### config.mk
export PLATFORM = sky130hd
export DESIGN_NAME = pie_enable_bank
export DESIGN_NICKNAME = d
export VERILOG_FILES = /design/src/pkg/pie_pkg.sv /design/src/logic/pie_enable_bank.sv
export SDC_FILE = /design/constraint.sdc
export NUM_CORES = 1
export LEC_CHECK = 0
export ABC_CLOCK_PERIOD_IN_PS = 3250
export BUFFER_PORTS_ARGS = -buffer_cell sky130_fd_sc_hd__buf_4
export CAP_MARGIN = 20
export CORE_ASPECT_RATIO = 1.75
export CORE_UTILIZATION = 48
export DETAILED_ROUTE_END_ITERATION = 12
export PLACE_DENSITY = 0.92
export SLEW_MARGIN = 20
export SYNTH_ARGS = -nofsm -noshare
export SYNTH_HDL_FRONTEND = slang
export SYNTH_SLANG_ARGS = --single-unit
### constraint.sdc
create_clock -name ref_clk -period 3.25 [get_ports ref_clk]
set_input_delay 0.65 -clock ref_clk [delete_from_list [all_inputs] [get_ports ref_clk]]
set_output_delay 0.65 -clock ref_clk [all_outputs]
set_load 0.02 [all_outputs]
### src/pkg/pie_pkg.sv
// package: register map, field positions and carriers for the peripheral interrupt enable bank
`default_nettype none
package pie_pkg;
	// register byte offsets on the ahb-lite bus
	localparam logic [7:0] PIE_OFS_ENABLE_1  = 8'h00;
	localparam logic [7:0] PIE_OFS_ENABLE_2  = 8'h04;
	localparam logic [7:0] PIE_OFS_CONTROL   = 8'h08;
	localparam logic [7:0] PIE_OFS_PENDING   = 8'h0C;
	localparam logic [7:0] PIE_OFS_STATUS    = 8'h10;
	localparam logic [7:0] PIE_OFS_MASK      = 8'h14;
	localparam logic [7:0] PIE_OFS_REQUEST   = 8'h18;

	// enable register 1 field positions
	localparam int PIE_BIT_PARALLEL  = 7;
	localparam int PIE_BIT_CONVERTER = 6;
	localparam int PIE_BIT_SER_RX    = 5;
	localparam int PIE_BIT_SER_TX    = 4;
	localparam int PIE_BIT_SYNC_SER  = 3;
	localparam int PIE_BIT_UNUSED    = 2;
	localparam int PIE_BIT_TIMER_TWO      = 1;
	localparam int PIE_BIT_TIMER_ONE      = 0;

	// control register field positions
	localparam int PIE_BIT_GLOBAL    = 0;
	localparam int PIE_BIT_PRIORITY  = 1;

	// implemented-bit masks and reset values
	localparam logic [7:0] PIE_EN1_IMPL  = 8'hFB;
	localparam logic [7:0] PIE_EN2_IMPL  = 8'hFF;
	localparam logic [7:0] PIE_EN_RESET  = 8'h00;
	localparam logic [1:0] PIE_CTL_RESET = 2'h0;
	localparam logic [1:0] PIE_STS_RESET = 2'h0;

	// status / mask bit positions
	localparam int PIE_EVT_REQ_RISE  = 0;
	localparam int PIE_EVT_REQ_FALL  = 1;

	// ahb-lite encodings
	localparam logic [1:0] PIE_HTRANS_NONSEQ = 2'h2;
	localparam logic [1:0] PIE_HTRANS_SEQ    = 2'h3;

	// registered address phase of one bus transfer
	typedef struct packed {
		logic       wr;
		logic       rd;
		logic [7:0] addr;
	} pie_bus_req_t;
endpackage
`default_nettype wire

### src/logic/pie_enable_bank.sv
// peripheral interrupt enable bank with ahb-lite register slave
// How it works
// with priority mode off, the global peripheral enable must also be set
// bit 7 gates the parallel slave interface read/write request
// bit 6 gates the converter completion request
// bit 5 gates the serial receive request
// bit 4 gates the serial transmit request
// bit 3 gates the sync serial port request
// bit 2 is unimplemented: reads zero, writes ignored
// bit 1 gates the timer two period match request
// bit 0 gates the timer one overflow request
// a second enable register covers the remaining sources
// request reaches the core only when pending flag and enables all agree
// reset clears every implemented enable bit
`default_nettype none
module pie_enable_bank
	import pie_pkg::*;
#(
	parameter int SRC2_W = 8
)
(
	// clock, reset, enable
	input  wire logic              ref_clk,
	input  wire logic              reset,
	input  wire logic              clk_en,
	// ahb-lite slave
	input  wire logic              hsel,
	input  wire logic [31:0]       haddr,
	input  wire logic [1:0]        htrans,
	input  wire logic              hwrite,
	input  wire logic [2:0]        hsize,
	input  wire logic [31:0]       hwdata,
	input  wire logic              hready,
	output logic [31:0]            hrdata,
	output logic                   hreadyout,
	output logic                   hresp,
	// pending flags from peripheral sources (same clock)
	input  wire logic [7:0]        pend_1,
	input  wire logic [SRC2_W-1:0] pend_2,
	// requests to the core
	output logic [7:0]             core_req_1,
	output logic [SRC2_W-1:0]      core_req_2,
	output logic                   core_req_any,
	// block interrupt
	output logic                   irq
);

	// register state
	logic [7:0]        en1_ff;
	logic [SRC2_W-1:0] en2_ff;
	logic [1:0]        ctl_ff;
	logic [1:0]        sts_ff;
	logic [1:0]        msk_ff;
	logic              any_ff;
	pie_bus_req_t      req_ff;
	logic [31:0]       rdata_ff;

	// bus address phase decode
	wire logic         acc_ok = hsel & hready & (htrans == PIE_HTRANS_NONSEQ || htrans == PIE_HTRANS_SEQ);
	wire pie_bus_req_t nxt_req = '{wr: acc_ok & hwrite, rd: acc_ok & ~hwrite, addr: haddr[7:0]};

	// data phase write strobes
	wire logic wr_en1 = req_ff.wr & (req_ff.addr == PIE_OFS_ENABLE_1);
	wire logic wr_en2 = req_ff.wr & (req_ff.addr == PIE_OFS_ENABLE_2);
	wire logic wr_ctl = req_ff.wr & (req_ff.addr == PIE_OFS_CONTROL);
	wire logic wr_sts = req_ff.wr & (req_ff.addr == PIE_OFS_STATUS);
	wire logic wr_msk = req_ff.wr & (req_ff.addr == PIE_OFS_MASK);

	// global gate: priority mode bypasses the global peripheral enable
	wire logic global_peripheral_irq_enable = ctl_ff[PIE_BIT_GLOBAL];
	wire logic priority_mode_enable         = ctl_ff[PIE_BIT_PRIORITY];
	wire logic gate_open = priority_mode_enable | global_peripheral_irq_enable;

	// individual gating of register 1 sources
	wire logic [7:0] en1_impl = en1_ff & PIE_EN1_IMPL;
	wire logic [7:0] gated_1  = pend_1 & en1_impl & {8{gate_open}};
	wire logic [SRC2_W-1:0] gated_2 = pend_2 & en2_ff & {SRC2_W{gate_open}};
	wire logic nxt_any = |gated_1 | |gated_2;

	// status events: request edges
	wire logic [1:0] evt;
	assign evt[PIE_EVT_REQ_RISE] = nxt_any & ~any_ff;
	assign evt[PIE_EVT_REQ_FALL] = ~nxt_any & any_ff;
	// write one clears, a new event wins
	wire logic [1:0] nxt_sts = (sts_ff & ~(wr_sts ? hwdata[1:0] : 2'h0)) | evt;

	// read mux
	logic [31:0] nxt_rdata;
	always_comb
	begin
		nxt_rdata = 32'h0;
		case (haddr[7:0])
			PIE_OFS_ENABLE_1: nxt_rdata[7:0]        = en1_impl;
			PIE_OFS_ENABLE_2: nxt_rdata[SRC2_W-1:0] = en2_ff;
			PIE_OFS_CONTROL:  nxt_rdata[1:0]        = ctl_ff;
			PIE_OFS_PENDING:  nxt_rdata[7:0]        = pend_1;
			PIE_OFS_STATUS:   nxt_rdata[1:0]        = sts_ff;
			PIE_OFS_MASK:     nxt_rdata[1:0]        = msk_ff;
			PIE_OFS_REQUEST:  nxt_rdata[7:0]        = gated_1;
			default:          nxt_rdata             = 32'h0;
		endcase
	end

	// bus phase tracking and read data
	always_ff @(posedge ref_clk)
	begin
		if (reset)
		begin
			req_ff   <= '0;
			rdata_ff <= 32'h0;
		end
		else if (clk_en)
		begin
			req_ff   <= nxt_req;
			rdata_ff <= (acc_ok & ~hwrite) ? nxt_rdata : 32'h0;
		end
	end

	// enable and control registers
	always_ff @(posedge ref_clk)
	begin
		if (reset)
		begin
			en1_ff <= PIE_EN_RESET;
			en2_ff <= '0;
			ctl_ff <= PIE_CTL_RESET;
			msk_ff <= PIE_STS_RESET;
		end
		else if (clk_en)
		begin
			if (wr_en1)
				en1_ff <= hwdata[7:0] & PIE_EN1_IMPL;
			if (wr_en2)
				en2_ff <= hwdata[SRC2_W-1:0];
			if (wr_ctl)
				ctl_ff <= hwdata[1:0];
			if (wr_msk)
				msk_ff <= hwdata[1:0];
		end
	end

	// outputs to core and status
	always_ff @(posedge ref_clk)
	begin
		if (reset)
		begin
			core_req_1   <= 8'h00;
			core_req_2   <= '0;
			any_ff       <= 1'b0;
			sts_ff       <= PIE_STS_RESET;
		end
		else if (clk_en)
		begin
			core_req_1 <= gated_1;
			core_req_2 <= gated_2;
			any_ff     <= nxt_any;
			sts_ff     <= nxt_sts;
		end
	end

	// bus answers and interrupt
	assign core_req_any = any_ff;
	assign hrdata       = rdata_ff;
	assign hreadyout    = 1'b1;
	assign hresp        = 1'b0;
	assign irq          = |(sts_ff & msk_ff);

endmodule
`default_nettype wire

* Yosys cells after proc, flatten, opt, wreduce, memory -nomap -nowiden
Index checks and enable logic that the tools add are counted.
** Storage, ports and cells
- Bits in registers :: 79
- Latch bits :: 0
- RAM bits :: 0
- Memory bits (read-only) :: 0
- Bits of input ports :: 91
- Output and inout port bits :: 52
- Logic and storage cells :: 61
- Memories :: 0
** Cells by class
- $add $sub $neg :: 0
- $mul :: 0
- Div/mod/pow operators :: 0
- Order comparisons :: 0
- Eq/ne operators :: 12
- Shift operators :: 0
- Mux-type cells :: 4
- Bitwise gates (word level) :: 24
- Reduce and logical (&&, ||, !) cells :: 10
** Operator list (count)
- 8-bit by 5-bit equality test with 1-bit output, second input constant :: 5
- 8-bit bitwise AND :: 4
- 8-bit by 4-bit equality test with 1-bit output, second input constant :: 3
- 6-bit one-hot mux with 4 select lines :: 1
- 8-bit by 3-bit equality test with 1-bit output, second input constant :: 2
- 8-bit logical NOT :: 2
- 8-bit OR reduction :: 2
- 2-bit one-hot mux with 7 select lines :: 1
- 1-bit bitwise AND :: 11
- 8-bit two-way mux :: 1
- 2-bit AND reduction :: 4
- 2-bit bitwise AND :: 2
- 2-bit equality test, second input constant :: 2
- 1-bit NOT :: 3
- 2-bit two-way mux :: 1
- 2-bit NOT :: 1
- 1-bit bitwise OR :: 2
- 2-bit bitwise OR :: 1
- 2-bit OR reduction :: 1
- 1-bit logical OR :: 1

* Depth between registers and ports, before layout
- Depth in word-level cells :: 7
- Depth in mapped cells :: 5
- Mapped depth without buffers :: 4

* Worst setup path before layout
No wires, ideal clock.
- Path type :: in2reg
- From :: input port haddr[1]
- To :: register rdata_ff[1] (netlist: hrdata[1])
- Setup time :: 0.086 ns
- Arrival :: 1.716 ns
- Data required time :: 3.164 ns
- Path slack :: 1.448 ns
- Cell stages on the path :: 4
- Path buffers :: 0
- Path through :: or3_4 > nor4_4 > nand4_1 > a221oi_2
** On the way
- Cells in the longest elaborated chain, start to end :: 3
- Elaborated cells between the ends (all ways) :: 9
- Those cells by class :: eq/ne: 6; mux: 2; reduce/logical: 1
** Ends and longest elaborated chain
- start, declared :: RTL line pie_enable_bank.sv:28 : input wire logic [31:0] haddr,
- 8-bit by 5-bit equality test with 1-bit output, or another cell as far along :: RTL line pie_enable_bank.sv:92 : case (haddr[7:0])
- 2-bit one-hot mux with 7 select lines (*) :: RTL line pie_enable_bank.sv:92
- 8-bit two-way mux (*) :: RTL line pie_enable_bank.sv:115 : rdata_ff <= (acc_ok & ~hwrite) ? nxt_rdata : 32'h0;
- end signal, assigned :: RTL line pie_enable_bank.sv:115
- end, declared :: RTL line pie_enable_bank.sv:56 : logic [31:0] rdata_ff;
Mark *: on every way between the ends. The rest lies on a longest branch, timed or not.
A chain may end at the register's enable or synchronous reset.

* Worst setup path in the final report
- From :: input port haddr[1]
- To :: register rdata_ff[3] (netlist: hrdata[3])
** On the way
- Cells in the longest elaborated chain, start to end :: 3
- Elaborated cells between the ends (all ways) :: 6
- Those cells by class :: eq/ne: 3; mux: 2; reduce/logical: 1
** Ends and longest elaborated chain (RTL line)
- 8-bit by 5-bit equality test with 1-bit output, or another cell as far along :: pie_enable_bank.sv:92
- 6-bit one-hot mux with 4 select lines (*) :: pie_enable_bank.sv:92
- 8-bit two-way mux (*) :: pie_enable_bank.sv:115
Marks and branches as above.

==> flow_summary.toml <==
[clock_network]
cts_sinks = 54
ctsHoldBuffers = 0
clock_latency_ns = 0.31
path_clk_slew_ns = 0.09
cts_resized = 0
cts_buffers = 5
root_buffer = "clkbuf_8"
postCtsSetupBuffers = 0
cts_tree = "yes"
ctsLongestPathBuffers = 2
htreeDepth = 2

[logic_synthesis]
syn_inst = 308
postSynth.asyncResetShare = 0
ys.flop_type = "dfxtp_1"
syn_area_mm2 = 0.00269
ys_warn_count = 0
synth_edf_count = 0
synth_cell_type_count = 39
synth_area_per_cell_um2 = 8.72
synth_seq_cells = 54
ys_seq_area_frac = 0.402

[timing]
fin_crit_sh = 0.601
finalMaxSlewViolations = 0
max_freq_mhz = 512
max_slew.worst_pin.slew_ns = 0.709
fin_setup_tns_ns = 0
rsz0062_at_grt = "false"
setup_viol = 0
hold_viol = 0
fin_crit_ns = 1.95
relSlewSlack = 0.523
setup_ws_ns = 1.30
clock_skew_ns = 0.00474

[placed_design]
pre_cts_ws_ns = 1.04
portBuffers = 63
dp_cells = 429
place.gp.congestion = 0.892
dp_hpwl_mm = 5.23

[routing]
vias = 2492
drt-initial-drc-count = 89
vias_per_cell = 5.70
routed_wl_mm = 7.16
antenna_left = 0
route.detailed.drc = 0
wl_per_cell_um = 16.4
dr.pass1.iters = 5

[floorplanning]
pin_count = 143
die_x_um = 58.6
die_height_um = 101
placementRows = 35
die_area_mm2 = 0.00591
start_util = 0.503
core_area_mm2 = 0.00534

[pwr]
p_per_area_mw_per_mm2 = 394
ir_drop_mv = 0.333
leakagePower_nw = 1.38

[global_route]
grt_pass1_wl_mm = 11.2
grt_use_total = 0.252
overflow = 0
grt_max_degree = 53
grt_pass1_vias = 2437
antenna_found_initial = 0

[hold_path]
worstHoldPathType = "flip-flop to flip-flop"

[critical_path]
arrival_ns = 2.18
crit_path_end_kind = "flip-flop"
cp_max_fo = 5
start_kind = "input pin"
critical_path_class = "input pin to flip-flop"
critPathRequiredTime_ns = 3.48

[final_layout]
areaGrowthSynthToFinish_pct = 19.0
instances_no_fill = 437
num_antenna_cells = 0
num-nets-final = 453
drive_gt1_frac = 0.240

[run]
maxCapViolCount = 0

[status]
status = "completed"
==> cell families (layout without fill, tap and decap cells) <==
group           Yosys count  count (layout)  synth area share
simple gates            123             123             0.234
compound gates           48              48             0.123
other cells               2              27           0.00280
buf+inv                  46              76             0.104
flops                    54              54             0.402
mux                      35              35             0.133
==> worst paths after layout <==
kind,startpoint,end,slack [ns],cells past startpoint
worst max-delay path,haddr[1],hrdata[3],1.30,5
worst min-delay path,core_req_2[5],core_req_2[5],0.46,2
worst max register to register,req_ff[0],en1_ff[3],1.37,4
worst min register to register,core_req_2[5],core_req_2[5],0.46,2
==> sequential cells by signal (all words and copies together) (netlist names), 2 cells and up <==
signal / flops
hrdata: 8
sts_ff: 2
req_ff: 9
en2_ff: 8
msk_ff: 2
core_req_2: 8
core_req_1: 7
en1_ff: 7
ctl_ff: 2
==> cell type report <==
type,count,area [µm²]
Fill cell,476,2140
Multi-Input combinational cell,233,1420
Sequential cell,54,1080
Timing Repair Buffer,65,488
Tap cell,74,92.6
Clock buffer,7,76.3
Clock inverter,1,30.0
Inverter,3,11.3
==> routing by layer <==
layer | track usage | vias up | share of wire | routed length, µm
met5 | 0 | - | 0 | 0
met4 | 0.192 | 0 | 0.064 | 455
met3 | 0.0424 | 36 | 0.062 | 442
met2 | 0.438 | 135 | 0.52 | 3690
met1 | 0.261 | 1162 | 0.36 | 2570
li1 | - | 1159 | - | -
==> critical path, cell delays in order <==
cell and delay, ns:
buf_4 0.12, or3_4 0.40, nor3_1 0.41, nand4_1 0.35
o211ai_1 0.26
==> cell usage after synthesis, types with 6 or more instances <==
cell type	count	area share
nand2_1	35	0.049
clkbuf_1	10	0.014
a21oi_1	21	0.039
buf_4	27	0.075
mux2i_1	29	0.11
dfxtp_1	54	0.40
nand4_1	21	0.049
nor2_1	33	0.046
a22o_1	6	0.020
nand3_1	12	0.022
mux2_2	6	0.025
==> metrics by stage <==
| stage | instance area [µm²] | total power [mW] | hold WS [ns] | util |
|---|---|---|---|---|
| floorplan | 2780 | 0.794 | 0.449 | - |
| global placement | 3090 | 0.824 | 0.447 | 0.579 |
| detailed placement | 3090 | 0.828 | 0.447 | 0.579 |
| CTS | 3200 | 1.26 | 0.458 | 0.599 |
| global route | 3200 | 1.30 | 0.480 | 0.599 |
| finish | 3200 | 1.26 | 0.455 | 0.599 |
==> report_power, final <==
group          leakage, nW  total (mW)  switching [mW]  internal, mW
clock network       0.0524       0.446           0.215         0.231
logic                0.896       0.141          0.0900        0.0514
registers            0.436       0.674         0.00660         0.667
==> placed cells by master, fill, tap and decap left out, types with 6 or more instances in the layout <==
cell / instances
a21oi_1: 21
a22o_1: 6
buf_4: 65
conb_1: 27
dfxtp_1: 54
mux2_2: 6
mux2i_1: 29
nand2_1: 35
nand3_1: 12
nand4_1: 21
nor2_1: 33
(Power assumes the default switching activity.)
